## config.mk

```make
export PLATFORM = sky130hd
export DESIGN_NAME = afp_frame_parser
export DESIGN_NICKNAME = d
export VERILOG_FILES = /design/src/rtl/afp_pkg.sv /design/src/rtl/afp_fifo.sv /design/src/rtl/afp_frame_parser.sv
export SDC_FILE = /design/constraint.sdc
export NUM_CORES = 1
export LEC_CHECK = 0
export ABC_AREA = 1
export ABC_CLOCK_PERIOD_IN_PS = 9800
export BUFFER_PORTS_ARGS = -buffer_cell sky130_fd_sc_hd__buf_2
export CAP_MARGIN = 0
export CORE_ASPECT_RATIO = 1.5
export CORE_MARGIN = 2
export CORE_UTILIZATION = 50
export CTS_CLUSTER_SIZE = 10
export DETAILED_ROUTE_END_ITERATION = 12
export PLACE_DENSITY = 0.75
export REMOVE_ABC_BUFFERS = 1
export SYNTH_ARGS = -nofsm -noshare
export SYNTH_HDL_FRONTEND = slang
export SYNTH_SLANG_ARGS = --single-unit
export TNS_END_PERCENT = 30
```

## constraint.sdc

```tcl
create_clock -name mclk_i -period 9.8 [get_ports mclk_i]
set_clock_uncertainty 0.15 [all_clocks]
set_input_delay 0.49 -clock mclk_i [delete_from_list [all_inputs] [get_ports mclk_i]]
set_output_delay 0.49 -clock mclk_i [all_outputs]
set_load 0.01 [all_outputs]
```

## src/rtl/afp_pkg.sv

```systemverilog
/*
 * shared constants, types and register map for the host api frame parser.
 * assumes one 50 MHz clock; all users import the whole package.
 */
package afp_pkg;

   // frame framing bytes and frame types
   localparam logic [7:0] AFP_DELIM = 8'h7E;        // start of every frame
   localparam logic [7:0] AFP_FT_TX16 = 8'h01;      // 16-bit addressed send
   localparam logic [7:0] AFP_FT_CMD = 8'h08;       // local parameter command
   localparam logic [7:0] AFP_FT_TX_STATUS = 8'h89; // answer to a send
   localparam logic [7:0] AFP_FT_CMD_RESP = 8'h88;  // answer to a command
   localparam logic [7:0] AFP_CSUM_TOTAL = 8'hFF;   // body sum plus checksum
   localparam logic [15:0] AFP_BCAST_ADDR = 16'hFFFF;

   // transmit option flags
   localparam int AFP_OPT_NOACK_BIT = 0;
   localparam int AFP_OPT_BPAN_BIT = 2;
   localparam logic [7:0] AFP_OPT_LEGAL = 8'h05;    // only bits 0 and 2

   // byte offsets inside a frame
   localparam logic [15:0] AFP_OFS_TYPE = 16'h0003;
   localparam logic [15:0] AFP_OFS_ID = 16'h0004;
   localparam logic [15:0] AFP_OFS_HI = 16'h0005;
   localparam logic [15:0] AFP_OFS_LO = 16'h0006;
   localparam logic [15:0] AFP_OFS_OPT = 16'h0007;
   localparam logic [15:0] AFP_OFS_VAL = 16'h0007;
   localparam logic [15:0] AFP_OFS_PAY = 16'h0008;

   // fixed header sizes counted by the length field, and the largest value size
   localparam logic [15:0] AFP_TX_HDR_LEN = 16'h0005;
   localparam logic [15:0] AFP_CMD_HDR_LEN = 16'h0004;
   localparam logic [15:0] AFP_VAL_MAX_BYTES = 16'h0004;

   // answer status codes
   localparam logic [7:0] AFP_ST_SUCCESS = 8'h00;
   localparam logic [7:0] AFP_ST_FAILURE = 8'h01;

   // payload buffer shape: {drop, last, byte}
   localparam int AFP_FIFO_W = 10;
   localparam int AFP_FIFO_D = 8;

   // register map, byte addresses
   localparam logic [7:0] AFP_REG_CTRL = 8'h00;
   localparam logic [7:0] AFP_REG_MAXPL = 8'h04;
   localparam logic [7:0] AFP_REG_STAT = 8'h08;
   localparam logic [7:0] AFP_REG_CNT = 8'h0C;
   localparam logic [7:0] AFP_REG_LAST = 8'h10;
   localparam logic [31:0] AFP_CTRL_RST = 32'h0000_0001;
   localparam logic [31:0] AFP_MAXPL_RST = 32'h0000_0064;
   localparam int AFP_CTRL_EN_BIT = 0;

   // parser states, one-hot
   typedef enum logic [7:0] {
      AFP_S_HUNT = 8'b0000_0001,
      AFP_S_LENH = 8'b0000_0010,
      AFP_S_LENL = 8'b0000_0100,
      AFP_S_BODY = 8'b0000_1000,
      AFP_S_CSUM = 8'b0001_0000,
      AFP_S_TXW = 8'b0010_0000,
      AFP_S_PARW = 8'b0100_0000,
      AFP_S_RESP = 8'b1000_0000
   } afp_state_e;

   // transmit request handed to the radio path
   typedef struct packed {
      logic [15:0] dest;
      logic bcast;
      logic no_ack;
      logic bcast_pan;
      logic [15:0] pay_len;
   } afp_tx_req_s;

   // one payload buffer word
   typedef struct packed {
      logic drop;
      logic last;
      logic [7:0] data;
   } afp_pl_word_s;

   // answer frame contents for the serial transmit side
   typedef struct packed {
      logic [7:0] ftype;
      logic [7:0] fid;
      logic [7:0] status;
      logic [15:0] cmd;
      logic [31:0] value;
   } afp_rsp_s;

endpackage

```

## src/rtl/afp_fifo.sv

```systemverilog
/*
 * shift-down fifo with valid/ready on both sides; the head sits in slot 0
 * so the read data comes straight from a flip-flop.
 * assumes one clock and an active-low asynchronous reset.
 */
module afp_fifo #(
   parameter int WIDTH = 8,
   parameter int DEPTH = 8
) (
   input wire logic mclk_i,
   input wire logic reset_n_i,
   input wire logic in_valid_i,
   input wire logic [WIDTH-1:0] in_data_i,
   output logic in_ready_o,
   output logic out_valid_o,
   output logic [WIDTH-1:0] out_data_o,
   input wire logic out_ready_i,
   output logic [$clog2(DEPTH):0] level_o
);
   localparam int CW = $clog2(DEPTH) + 1;
   localparam logic [CW-1:0] FULL = CW'(DEPTH);

   logic [WIDTH-1:0] mem_r [DEPTH]; // storage, slot 0 is the head
   logic [CW-1:0] count_r;          // words held
   logic push;
   logic pop;
   logic [CW-1:0] wr_slot;          // slot the incoming word lands in
   logic [CW-1:0] count_nxt;

   assign push = in_valid_i & in_ready_o;
   assign pop = out_valid_o & out_ready_i;
   assign wr_slot = count_r - CW'(pop);
   assign count_nxt = count_r + CW'(push) - CW'(pop);
   assign out_data_o = mem_r[0];
   assign level_o = count_r;

   // each slot shifts down on a pop and takes the new word at its slot
   for (genvar i = 0; i < DEPTH; i++) begin : g_slot
      logic [WIDTH-1:0] above;
      if (i < DEPTH - 1) begin : g_mid
         assign above = mem_r[i+1];
      end else begin : g_top
         assign above = mem_r[i];
      end
      always_ff @(posedge mclk_i or negedge reset_n_i) begin
         if (!reset_n_i) begin
            mem_r[i] <= '0;
         end else if (push && wr_slot == CW'(i)) begin
            mem_r[i] <= in_data_i;
         end else if (pop) begin
            mem_r[i] <= above;
         end
      end
   end

   // count and the flag flops; flags look at the next count
   always_ff @(posedge mclk_i or negedge reset_n_i) begin
      if (!reset_n_i) begin
         count_r <= '0;
         out_valid_o <= 1'b0;
         in_ready_o <= 1'b1;
      end else begin
         count_r <= count_nxt;
         out_valid_o <= (count_nxt != '0);
         in_ready_o <= (count_nxt != FULL);
      end
   end
endmodule

```

## src/rtl/afp_frame_parser.sv

```systemverilog
/*
 * host api frame parser: takes the host byte stream, checks delimiter,
 * length and checksum, decodes 16-bit send and local command requests,
 * drives the radio path, the parameter store and the answer channel.
 * assumes host bytes synchronous to mclk_i and a classic wishbone master.
 */
// Function
// - frame starts with one delimiter byte
// - 16-bit length counts bytes between length, checksum
// - checksum is 0xFF minus body byte sum
// - type 0x01 means 16-bit addressed send
// - type 0x08 means local parameter command
// - answer echoes the request frame identifier
// - zero frame identifier suppresses any answer
// - destination 0xFFFF selects broadcast
// - option bits 0 and 2 only, rest zero
// - payload from offset 8, within max payload
// - send answered with 0x89 success or failure
// - command name is two bytes at offsets 5,6
// - value bytes written to store, applied at once
// - no value bytes means query current value
// - command answered with 0x88 carrying identifier
// - set answer reports success or failure
module afp_frame_parser
   import afp_pkg::*;
(
   input wire logic mclk_i,
   input wire logic reset_n_i,
   // host byte stream
   input wire logic rx_valid_i,
   input wire logic [7:0] rx_data_i,
   output logic rx_ready_o,
   // radio transmit path
   output logic tx_req_o,
   output afp_tx_req_s tx_hdr_o,
   input wire logic tx_done_i,
   input wire logic tx_fail_i,
   output logic pl_valid_o,
   output afp_pl_word_s pl_word_o,
   input wire logic pl_ready_i,
   // parameter store
   output logic par_rd_o,
   output logic par_wr_o,
   output logic [15:0] par_cmd_o,
   output logic [31:0] par_wdata_o,
   output logic [2:0] par_wlen_o,
   input wire logic par_ack_i,
   input wire logic par_fail_i,
   input wire logic [31:0] par_rdata_i,
   // answer channel
   output logic rsp_valid_o,
   output afp_rsp_s rsp_o,
   input wire logic rsp_ready_i,
   // classic wishbone slave
   input wire logic wb_cyc_i,
   input wire logic wb_stb_i,
   input wire logic wb_we_i,
   input wire logic [7:0] wb_adr_i,
   input wire logic [31:0] wb_dat_i,
   input wire logic [3:0] wb_sel_i,
   output logic [31:0] wb_dat_o,
   output logic wb_ack_o
);
   localparam int LW = $clog2(AFP_FIFO_D) + 1;
   localparam logic [LW:0] ROOM_MAX = (LW+1)'(AFP_FIFO_D - 2);

   afp_state_e state_r;      // parser state
   logic [15:0] len_r;       // length field of current frame
   logic [15:0] rem_r;       // body bytes still to come
   logic [15:0] idx_r;       // frame offset of the next body byte
   logic [7:0] sum_r;        // running body sum
   logic [7:0] ftype_r;      // frame type
   logic [7:0] fid_r;        // frame identifier
   logic [15:0] addr_r;      // destination or command name
   logic [7:0] opt_r;        // transmit options
   logic [31:0] val_r;       // parameter value, shifted in
   logic [7:0] hold_r;       // last payload byte, held until checksum
   logic hold_v_r;
   logic [31:0] ctrl_r;      // enable bit
   logic [31:0] maxpl_r;     // largest payload accepted
   logic [15:0] good_cnt_r;  // frames acted on
   logic [15:0] bad_cnt_r;   // frames dropped
   logic [23:0] last_r;      // type, id, status of last finished frame

   // payload buffer wires
   logic fifo_push;
   logic fifo_in_ready;
   afp_pl_word_s fifo_word;
   logic [LW-1:0] fifo_level;

   // decode helpers
   logic take;
   logic pay_byte;
   logic csum_take;
   logic csum_ok;
   logic len_ok;
   logic frame_ok;
   logic [15:0] tx_pay_len;
   logic [15:0] val_len;
   logic tx_good;
   logic cmd_good;
   logic exec_fail;
   logic fin_now;
   logic [7:0] fin_status;
   logic [7:0] fin_ftype;
   logic [LW:0] level_after;
   logic wb_req;
   logic wr_ctrl;
   logic wr_maxpl;
   logic wr_cnt;

   // merge a bus write into a register under its byte lane selects
   function automatic logic [31:0] lane_merge(input logic [31:0] old,
                                              input logic [31:0] wdat,
                                              input logic [3:0] sel);
      logic [31:0] res;
      res = old;
      for (int b = 0; b < 4; b++) begin
         if (sel[b]) begin
            res[8*b +: 8] = wdat[8*b +: 8];
         end
      end
      return res;
   endfunction

   assign take = rx_valid_i & rx_ready_o;
   // payload is every send body byte from offset 8 up to the checksum
   assign pay_byte = take && state_r == AFP_S_BODY &&
                     ftype_r == AFP_FT_TX16 && idx_r >= AFP_OFS_PAY;
   assign csum_take = take && state_r == AFP_S_CSUM;
   // body sum plus checksum byte must land on 0xFF
   assign csum_ok = 8'(sum_r + rx_data_i) == AFP_CSUM_TOTAL;
   assign tx_pay_len = len_r - AFP_TX_HDR_LEN;
   assign val_len = len_r - AFP_CMD_HDR_LEN;
   // the length must at least cover the header of the decoded type
   always_comb begin
      len_ok = 1'b0;
      if (ftype_r == AFP_FT_TX16) begin
         len_ok = len_r >= AFP_TX_HDR_LEN;
      end else if (ftype_r == AFP_FT_CMD) begin
         len_ok = len_r >= AFP_CMD_HDR_LEN;
      end
   end
   assign frame_ok = csum_ok && len_ok;
   // reserved option bits or an oversize payload fail the send
   assign tx_good = ((opt_r & ~AFP_OPT_LEGAL) == 8'h00) &&
                    (tx_pay_len <= maxpl_r[15:0]);
   // values wider than the store's word are refused
   assign cmd_good = val_len <= AFP_VAL_MAX_BYTES;
   assign exec_fail = csum_take && frame_ok &&
                      (ftype_r == AFP_FT_TX16 ? !tx_good : !cmd_good);
   assign fin_now = exec_fail || (state_r == AFP_S_TXW && tx_done_i) ||
                    (state_r == AFP_S_PARW && par_ack_i);

   // outcome of the finishing request, for the answer and for software
   always_comb begin
      if (exec_fail) begin
         fin_status = AFP_ST_FAILURE;
      end else if (state_r == AFP_S_TXW) begin
         fin_status = tx_fail_i ? AFP_ST_FAILURE : AFP_ST_SUCCESS;
      end else begin
         fin_status = par_fail_i ? AFP_ST_FAILURE : AFP_ST_SUCCESS;
      end
      fin_ftype = (ftype_r == AFP_FT_TX16) ? AFP_FT_TX_STATUS
                                           : AFP_FT_CMD_RESP;
   end

   // the last payload byte waits for the checksum so it can carry the verdict
   assign fifo_push = (pay_byte && hold_v_r) || (csum_take && hold_v_r);
   always_comb begin
      fifo_word.data = hold_r;
      fifo_word.last = csum_take;
      fifo_word.drop = csum_take && !(frame_ok && tx_good);
   end

   afp_fifo #(
      .WIDTH(AFP_FIFO_W),
      .DEPTH(AFP_FIFO_D)
   ) u_pl_fifo (
      .mclk_i(mclk_i),
      .reset_n_i(reset_n_i),
      .in_valid_i(fifo_push),
      .in_data_i(fifo_word),
      .in_ready_o(fifo_in_ready),
      .out_valid_o(pl_valid_o),
      .out_data_o(pl_word_o),
      .out_ready_i(pl_ready_i),
      .level_o(fifo_level)
   );

   // fill after this cycle; ready is registered so keep one spare slot
   assign level_after = (LW+1)'(fifo_level) + (LW+1)'(fifo_push) -
                        (LW+1)'(pl_valid_o & pl_ready_i);

   // host ready: only while parsing and with room; a stalled radio
   // path therefore stalls the host
   always_ff @(posedge mclk_i or negedge reset_n_i) begin
      if (!reset_n_i) begin
         rx_ready_o <= 1'b0;
      end else begin
         rx_ready_o <= fifo_in_ready && level_after <= ROOM_MAX &&
                       (state_r inside {AFP_S_HUNT, AFP_S_LENH, AFP_S_LENL,
                                        AFP_S_BODY} ||
                        (state_r == AFP_S_CSUM && !take));
      end
   end

   // frame state machine
   always_ff @(posedge mclk_i or negedge reset_n_i) begin
      if (!reset_n_i) begin
         state_r <= AFP_S_HUNT;
      end else begin
         unique case (state_r)
            AFP_S_HUNT: begin
               // anything but a delimiter is skipped; disabled drops all
               if (take && rx_data_i == AFP_DELIM &&
                   ctrl_r[AFP_CTRL_EN_BIT]) begin
                  state_r <= AFP_S_LENH;
               end
            end
            AFP_S_LENH: begin
               if (take) begin
                  state_r <= AFP_S_LENL;
               end
            end
            AFP_S_LENL: begin
               // an empty body cannot hold a frame type
               if (take) begin
                  state_r <= ({len_r[15:8], rx_data_i} == 16'h0000) ?
                             AFP_S_HUNT : AFP_S_BODY;
               end
            end
            AFP_S_BODY: begin
               if (take && rem_r == 16'h0001) begin
                  state_r <= AFP_S_CSUM;
               end
            end
            AFP_S_CSUM: begin
               if (take) begin
                  if (!frame_ok) begin
                     state_r <= AFP_S_HUNT;
                  end else if (exec_fail) begin
                     state_r <= (fid_r != 8'h00) ? AFP_S_RESP
                                                 : AFP_S_HUNT;
                  end else if (ftype_r == AFP_FT_TX16) begin
                     state_r <= AFP_S_TXW;
                  end else begin
                     state_r <= AFP_S_PARW;
                  end
               end
            end
            AFP_S_TXW, AFP_S_PARW: begin
               if (fin_now) begin
                  state_r <= (fid_r != 8'h00) ? AFP_S_RESP
                                              : AFP_S_HUNT;
               end
            end
            AFP_S_RESP: begin
               if (rsp_ready_i) begin
                  state_r <= AFP_S_HUNT;
               end
            end
            default: begin
               state_r <= AFP_S_HUNT;
            end
         endcase
      end
   end

   // field capture, all multi-byte fields high byte first
   always_ff @(posedge mclk_i or negedge reset_n_i) begin
      if (!reset_n_i) begin
         len_r <= '0;
         rem_r <= '0;
         idx_r <= '0;
         sum_r <= '0;
         ftype_r <= '0;
         fid_r <= '0;
         addr_r <= '0;
         opt_r <= '0;
         val_r <= '0;
      end else if (take) begin
         if (state_r == AFP_S_LENH) begin
            len_r[15:8] <= rx_data_i;
         end else if (state_r == AFP_S_LENL) begin
            len_r[7:0] <= rx_data_i;
            rem_r <= {len_r[15:8], rx_data_i};
            idx_r <= AFP_OFS_TYPE;
            sum_r <= '0;
            val_r <= '0;
            opt_r <= '0;
            ftype_r <= '0;
         end else if (state_r == AFP_S_BODY) begin
            rem_r <= rem_r - 16'h0001;
            idx_r <= idx_r + 16'h0001;
            sum_r <= sum_r + rx_data_i;
            if (idx_r == AFP_OFS_TYPE) begin
               ftype_r <= rx_data_i;
            end else if (idx_r == AFP_OFS_ID) begin
               fid_r <= rx_data_i;
            end else if (idx_r == AFP_OFS_HI) begin
               addr_r[15:8] <= rx_data_i;
            end else if (idx_r == AFP_OFS_LO) begin
               addr_r[7:0] <= rx_data_i;
            end else if (ftype_r == AFP_FT_TX16 && idx_r == AFP_OFS_OPT) begin
               opt_r <= rx_data_i;
            end else if (ftype_r == AFP_FT_CMD && idx_r >= AFP_OFS_VAL) begin
               val_r <= {val_r[23:0], rx_data_i};
            end
         end
      end
   end

   // payload hold byte
   always_ff @(posedge mclk_i or negedge reset_n_i) begin
      if (!reset_n_i) begin
         hold_r <= '0;
         hold_v_r <= 1'b0;
      end else if (pay_byte) begin
         hold_r <= rx_data_i;
         hold_v_r <= 1'b1;
      end else if (csum_take || state_r == AFP_S_HUNT) begin
         hold_v_r <= 1'b0;
      end
   end

   // one-cycle requests to the radio path and the parameter store
   always_ff @(posedge mclk_i or negedge reset_n_i) begin
      if (!reset_n_i) begin
         tx_req_o <= 1'b0;
         tx_hdr_o <= '0;
         par_rd_o <= 1'b0;
         par_wr_o <= 1'b0;
         par_cmd_o <= '0;
         par_wdata_o <= '0;
         par_wlen_o <= '0;
      end else begin
         tx_req_o <= 1'b0;
         par_rd_o <= 1'b0;
         par_wr_o <= 1'b0;
         if (csum_take && frame_ok && !exec_fail) begin
            if (ftype_r == AFP_FT_TX16) begin
               tx_req_o <= 1'b1;
               tx_hdr_o.dest <= addr_r;
               tx_hdr_o.bcast <= (addr_r == AFP_BCAST_ADDR);
               tx_hdr_o.no_ack <= opt_r[AFP_OPT_NOACK_BIT];
               tx_hdr_o.bcast_pan <= opt_r[AFP_OPT_BPAN_BIT];
               tx_hdr_o.pay_len <= tx_pay_len;
            end else begin
               // a value present means set and apply now, else query
               par_cmd_o <= addr_r;
               par_wdata_o <= val_r;
               par_wlen_o <= val_len[2:0];
               par_wr_o <= (val_len != 16'h0000);
               par_rd_o <= (val_len == 16'h0000);
            end
         end
      end
   end

   // answer frame, held until the serial side takes it
   always_ff @(posedge mclk_i or negedge reset_n_i) begin
      if (!reset_n_i) begin
         rsp_valid_o <= 1'b0;
         rsp_o <= '0;
      end else if (fin_now && fid_r != 8'h00) begin
         rsp_valid_o <= 1'b1;
         rsp_o.ftype <= fin_ftype;
         rsp_o.fid <= fid_r;
         rsp_o.status <= fin_status;
         rsp_o.cmd <= (ftype_r == AFP_FT_CMD) ? addr_r : 16'h0000;
         rsp_o.value <= (state_r == AFP_S_PARW &&
                         val_len == 16'h0000) ? par_rdata_i
                                              : 32'h0000_0000;
      end else if (rsp_valid_o && rsp_ready_i) begin
         rsp_valid_o <= 1'b0;
      end
   end

   // wishbone decode; answer one cycle after the request appears
   assign wb_req = wb_cyc_i && wb_stb_i && !wb_ack_o;
   assign wr_ctrl = wb_req && wb_we_i && wb_adr_i == AFP_REG_CTRL;
   assign wr_maxpl = wb_req && wb_we_i && wb_adr_i == AFP_REG_MAXPL;
   assign wr_cnt = wb_req && wb_we_i && wb_adr_i == AFP_REG_CNT;

   // ack and read data; unmapped addresses ack and read zero
   always_ff @(posedge mclk_i or negedge reset_n_i) begin
      if (!reset_n_i) begin
         wb_ack_o <= 1'b0;
         wb_dat_o <= '0;
      end else begin
         wb_ack_o <= wb_req;
         if (wb_req && !wb_we_i) begin
            unique case (wb_adr_i)
               AFP_REG_CTRL: wb_dat_o <= ctrl_r;
               AFP_REG_MAXPL: wb_dat_o <= maxpl_r;
               AFP_REG_STAT: wb_dat_o <= {19'h0_0000, hold_v_r,
                                          fifo_level, state_r};
               AFP_REG_CNT: wb_dat_o <= {bad_cnt_r, good_cnt_r};
               AFP_REG_LAST: wb_dat_o <= {8'h00, last_r};
               default: wb_dat_o <= 32'h0000_0000;
            endcase
         end
      end
   end

   // writable control registers
   always_ff @(posedge mclk_i or negedge reset_n_i) begin
      if (!reset_n_i) begin
         ctrl_r <= AFP_CTRL_RST;
         maxpl_r <= AFP_MAXPL_RST;
      end else begin
         if (wr_ctrl) begin
            ctrl_r <= lane_merge(ctrl_r, wb_dat_i, wb_sel_i);
         end
         if (wr_maxpl) begin
            maxpl_r <= lane_merge(maxpl_r, wb_dat_i, wb_sel_i);
         end
      end
   end

   // frame counters; a count in the clearing cycle survives the clear
   always_ff @(posedge mclk_i or negedge reset_n_i) begin
      if (!reset_n_i) begin
         good_cnt_r <= '0;
         bad_cnt_r <= '0;
         last_r <= '0;
      end else begin
         good_cnt_r <= (wr_cnt ? 16'h0000 : good_cnt_r) + 16'(fin_now);
         bad_cnt_r <= (wr_cnt ? 16'h0000 : bad_cnt_r) +
                      16'(csum_take && !frame_ok) +
                      16'(take && state_r == AFP_S_LENL &&
                          {len_r[15:8], rx_data_i} == 16'h0000);
         if (fin_now) begin
            last_r <= {fin_ftype, fid_r, fin_status};
         end
      end
   end
endmodule

```

; Yosys cells after proc, flatten, opt, wreduce, memory -nomap -nowiden
; Index checks and enable logic that the tools add are counted.
[op_classes]
addsub = 13
order_cmp = 7
n_eq_ne = 43
n_mux = 74
bitwise = 10
n_reduce_logical = 100
[ops]
columns = operator, count
row1 = $mux 32, 9
row2 = $mux 8, 23
row3 = $pmux 32 s5, 1
row4 = $mux 10, 14
row5 = $mux 16, 7
row6 = $eq 16x3->1 const B, 4
row7 = $pmux 8 s7, 1
row8 = $add 16x1->16, 3
row9 = $ge 16x3->1 const B, 3
row10 = $logic_and 1x1->1, 44
row11 = $eq 8x4->1 const B, 4
row12 = $logic_not 16->1, 2
row13 = $sub 16x3->16 const B, 2
row14 = $reduce_bool 2->1, 13
row15 = $ne 2x2->1 const B, 12
row16 = $reduce_and 2->1, 11
row17 = $mux 1, 17
row18 = $add 16x1->16 const B, 1
row19 = $eq 16x1->1 const B, 1
row20 = $eq 16x16->1 const B, 1
row21 = $eq 16x2->1 const B, 1
row22 = $eq 4x3->1 const B, 4
row23 = $eq 8x1->1 const B, 2
row24 = $eq 8x3->1 const B, 2
row25 = 36 further kinds, 65
[word_totals]
register_bits = 547
in_bits = 96
elab_cells = 303

; Depth between registers and ports, before layout
[depth]
depth_word = 11
mapped_depth = 27

; Modules after synthesis
; A second synthesis with hierarchy kept.
[hier_totals]
cells_unflattened = 3077
hier_area_um2 = 25280.5
[modules_own_cells]
columns = mod, instances, cells_per_inst, area_per_inst_um2, seq_area_each_um2
row1 = afp_frame_parser, 1, 2431, 20587.2, 10891.7
row2 = afp_fifo, 1, 646, 4693.3, 2153.3

; Worst setup path after synthesis
; No wires, ideal clock.
[synth_path]
kind = register to register
startpoint = register len_r[0]
endpoint = register good_cnt_r[12]
setup_time_ns = 0.123
arrival_ns = 3.608
required_time_ns = 9.527
slack_ns = 5.919
path_stages_with_launch = 27
n_path_buf = 0
path_cell_list = dfrtp_1 -> inv_1 -> ha_1 -> nor2_2 -> nor3_2 -> nand2_1 -> nor2_1 -> nand3_1 -> xor2_1 -> inv_1 -> ha_1 -> nand4_1 -> nor2_1 -> nand2_1 -> nand2_1 -> nand2_1 -> nand3_1 -> nand3_2 -> nand2_2 -> ha_1 -> ha_1 -> nand3_1 -> nor2_1 -> nand3_1 -> nor2_1 -> nand3_1 -> xor2_1
[synth_between]
elab_chain_len = 9
[synth_lines]
columns = element, line
row1 = "start, declared", afp_frame_parser.sv:68  ; logic [15:0] len_r;
row2 = "start signal, assigned", afp_frame_parser.sv:286  ; len_r[7:0] <= rx_data_i;
row3 = $sub 16x3->16, afp_frame_parser.sv:133  ; assign tx_pay_len = len_r - AFP_TX_HDR_LEN;
row4 = via tx_pay_len[0], afp_frame_parser.sv:98  ; logic [15:0] tx_pay_len;
row5 = $le 16x16->1, afp_frame_parser.sv:147  ; (tx_pay_len <= maxpl_r[15:0]);
row6 = $logic_and 1x1->1, afp_frame_parser.sv:146  ; assign tx_good = ((opt_r & ~AFP_OPT_LEGAL) == 8'h00) &&
row7 = $logic_not 1->1, afp_frame_parser.sv:151  ; (ftype_r == AFP_FT_TX16 ? !tx_good : !cmd_good);
row8 = $mux 1, afp_frame_parser.sv:151
row9 = $logic_and 1x1->1, afp_frame_parser.sv:150  ; assign exec_fail = csum_take && frame_ok &&
row10 = $logic_or 1x1->1 (2 in a row), afp_frame_parser.sv:152  ; assign fin_now = exec_fail || (state_r == AFP_S_TXW && tx_done_i) ||
row11 = via fin_now, afp_frame_parser.sv:103  ; logic fin_now;
row12 = $add 16x1->16, afp_frame_parser.sv:429  ; good_cnt_r <= (wr_cnt ? 16'h0000 : good_cnt_r) + 16'(fin_now);
row13 = "end signal, assigned", afp_frame_parser.sv:429
row14 = "end, declared", afp_frame_parser.sv:81  ; logic [15:0] good_cnt_r;
; The timed path passes the listed nets, and every way through them passes these cells.
; A chain may end at the register's enable or synchronous reset.

; Worst setup path after layout
; Same ends and word-level chain as after synthesis.

==> results.cfg <==
[pwr]
p_sw_share_pct = 28.24
seq_power_share_pct = 46.0
p_leak_nw = 13.78
p_per_area_nw_per_um2 = 174.0
combPwrFrac_pct = 13.8
p_sw_mw = 1.388
ir_drop_v = 0.0001399
clockPowerShare_pct = 40.2
p_int_mw = 3.528

[setup_path]
startpoint_type = flop
crit_required_ns = 10.16
slowest_stage = dfrtp_1
worstPathArrival_ns = 5.02
cp_max_fo = 5
end_kind = flop
critPathMaxStageDelay_ns = 0.42
crit_buf_inv = 3
worst-setup-path-type = reg2reg
critical-path-top-delay-family = simple AND/OR/NAND/NOR gates

[clock_tree]
cts.sinks = 521
cts_htree_levels = 2
clkLatencyLatePin_ns = 0.63
numCtsBuffers = 58
clk_pin_slew_worst_paths_ns = 0.06
cts_root_buf = clkbuf_16
cts_tree = done
cts_resized = 0
cts_buffer_depth = 3
cts_hold_buffers = 54
post_cts_buffers = 0

[floorplanning]
ios = 303
initial_core_util_pct = 50.72
die_height_microns = 273.8
core-area_sq_um = 47820
rows = 98
dieArea_sq_um = 50330
dieWidth_microns = 183.8

[grt]
grt_max_degree = 149
grt_pass1_wl_microns = 110600
grtUsageTotal_pct = 27.86
grt_pass1_vias = 20753
gr-total-overflow = 0
antenna_found_initial = 0

[outcome]
status = finished, final reports clean

[hold_path]
hold_class = in2reg

[final_layout]
multi_input_area_sq_um = 9443
n_fill_cell = 4138
diodes = 0
seq_area_sq_um = 13050
nNetsFinal = 3271
fin_util_pct = 59.09
layout-drive-gt1-share_pct = 13.13
syn2layout_area_growth_pct = 16.49

[sta]
tns_ns = 0
setup_viol = 0
final_max_slew_viol_count = 0
tightest_slew_ns = 1.265
fin_crit_sh_pct = 47.54
period_needed_ns = 4.659
maxSlewHeadroom_pct = 15.58
fmax_ghz = 0.2147
rsz0062_at_grt = false
hold_viol = 0

[synth]
synth_edf_count = 0
synth_area_sq_um = 24260
async_flop_share_pct = 100.0
synth_area_leader_cell = dfrtp_1
yosysSeqAreaShare_pct = 53.78
synth-seq-cells = 521
synth_cells = 2823
yosys_warnings = 0
synthFlopType = dfrtp_1
synth_area_leaders = dfrtp_1, nand2_1, o21ai_0
yosysTopAreaCellShare_pct = 53.13
postSynthAreaPerCell_sq_um = 8.592
synth_cell_types = 54

[drt]
drc_errors = 0
drt_iter0_drc = 1545
dr.pass1.iters = 6
routed.top_layer = met4
ant_nets = 0
met3WireLength_microns = 4237
vias_per_cell = 5.575
wl_per_cell_microns = 18.68
drt-total-wl_microns = 70090
drt-met1-wl_microns = 26590
vias = 20922
wl_met2_microns = 35390

[placement]
gp_congestion = 0.9513
numPortBuffers = 290
dp_hpwl_microns = 49410

[job]
cap_violations = 0
## kinds of logic after synthesis
kind of cell	share of synthesized area, %
other cells	0.01546
mux	0.08769
flops	53.78
fa+ha+maj	2.497
compound gates	13.62
xor+xnor	1.986
buf+inv	7.583
simple gates	20.43
## layer usage
| metal | GRT usage (%) | up-vias |
|---|---|---|
| met5 | 0 | - |
| met4 | 14.67 | 0 |
| met3 | 3.699 | 196 |
| met2 | 49.50 | 786 |
| met1 | 32.71 | 10110 |
| li1 | - | 9830 |
## synth_stat cells (4+ instances only)
library cell / count
nor4_1: 17
o211ai_1: 67
ha_1: 42
clkinv_1: 9
xnor2_1: 9
o21ai_1: 61
buf_2: 41
a21oi_1: 44
inv_2: 6
a221oi_1: 18
clkbuf_1: 61
nand2_1: 745
inv_1: 317
nor2_2: 7
o21a_1: 5
xor2_1: 46
a22o_1: 9
dfstp_2: 6
o31ai_1: 28
dfrtp_1: 515
fa_1: 4
nor3_1: 31
nor2_1: 164
o2111ai_1: 5
nand3_1: 148
nand2_2: 5
o21ai_0: 297
o22ai_1: 11
buf_4: 13
nand4_1: 35
nand3b_1: 5
o221ai_1: 9
o21bai_1: 4
buf_1: 6
o32a_1: 5
## cell type report
cell class / count / area share (%)
multi-input combinational: 1856 / 33.42
sequential: 521 / 46.17
inverter: 332 / 4.410
timing repair buffer: 360 / 7.554
clock buffer: 80 / 5.504
clock inverter: 4 / 0.2878
tap: 600 / 2.657
## tightest hold or removal path: stages
cell and delay (ns):
buf_2 0.09, inv_1 0.07, o21ai_0 0.08
## registers in the layout, summed over array words and instances, names as in the netlist, 16 cells and up
name                    cells
u_pl_fifo.g_slot.above     70
rsp_o                      59
tx_hdr_o                   35
ctrl_r                     32
maxpl_r                    32
par_wdata_o                32
val_r                      32
wb_dat_o                   32
addr_r                     16
bad_cnt_r                  16
good_cnt_r                 16
idx_r                      16
len_r                      16
par_cmd_o                  16
rem_r                      16
## per-stage QoR
step | cells | hold slack, ns | instance area, sq um | worst slack [ns] | power, mW
floorplan | 2709 | 0.04441 | 23700 | 5.885 | 2.695
global placement | 3615 | 0.3025 | 26080 | 5.334 | 2.932
detailed placement | 3615 | 0.3116 | 26080 | 5.128 | 2.950
CTS | 3753 | 0.001749 | 28260 | 5.156 | 4.938
global route | 3753 | 0.03540 | 28260 | 4.693 | 5.118
finish | 3753 | 0.009142 | 28260 | 5.141 | 4.916
## final timing paths
kind	startpoint	end	slack, ns	cells past startpoint
min	wb_dat_i[14]	maxpl_r[14]	0.009	3
max in group asynchronous	reset_n_i	tx_hdr_o[3]	6.71	4
max	len_r[0]	good_cnt_r[12]	5.14	27
min in group asynchronous	reset_n_i	maxpl_r[27]	0.37	2
max reg2reg	len_r[0]	good_cnt_r[12]	5.14	27
min reg2reg	rsp_o[61]	rsp_o[61]	0.32	2
## power by group through the flow
stage	clock [mW]	sequential [mW]	combinational, mW
global route	2.09	2.27	0.761
detailed placement	0	2.30	0.652
floorplan	0	2.29	0.410
global placement	0	2.30	0.635
CTS	2.01	2.26	0.671
finish	1.98	2.26	0.678
## cell usage in the layout, fill, tap and decap left out, drive strengths merged, types with 39 or more instances in the layout
cell type / n
clkbuf: 80
o211ai: 67
inv: 323
a21oi: 46
nand4: 39
buf: 306
dfrtp: 515
dlygate4sd3: 54
ha: 42
nand2: 750
o21ai: 358
xor2: 46
nor2: 173
nand3: 151
Note: power is estimated with default switching activity, not from simulation.
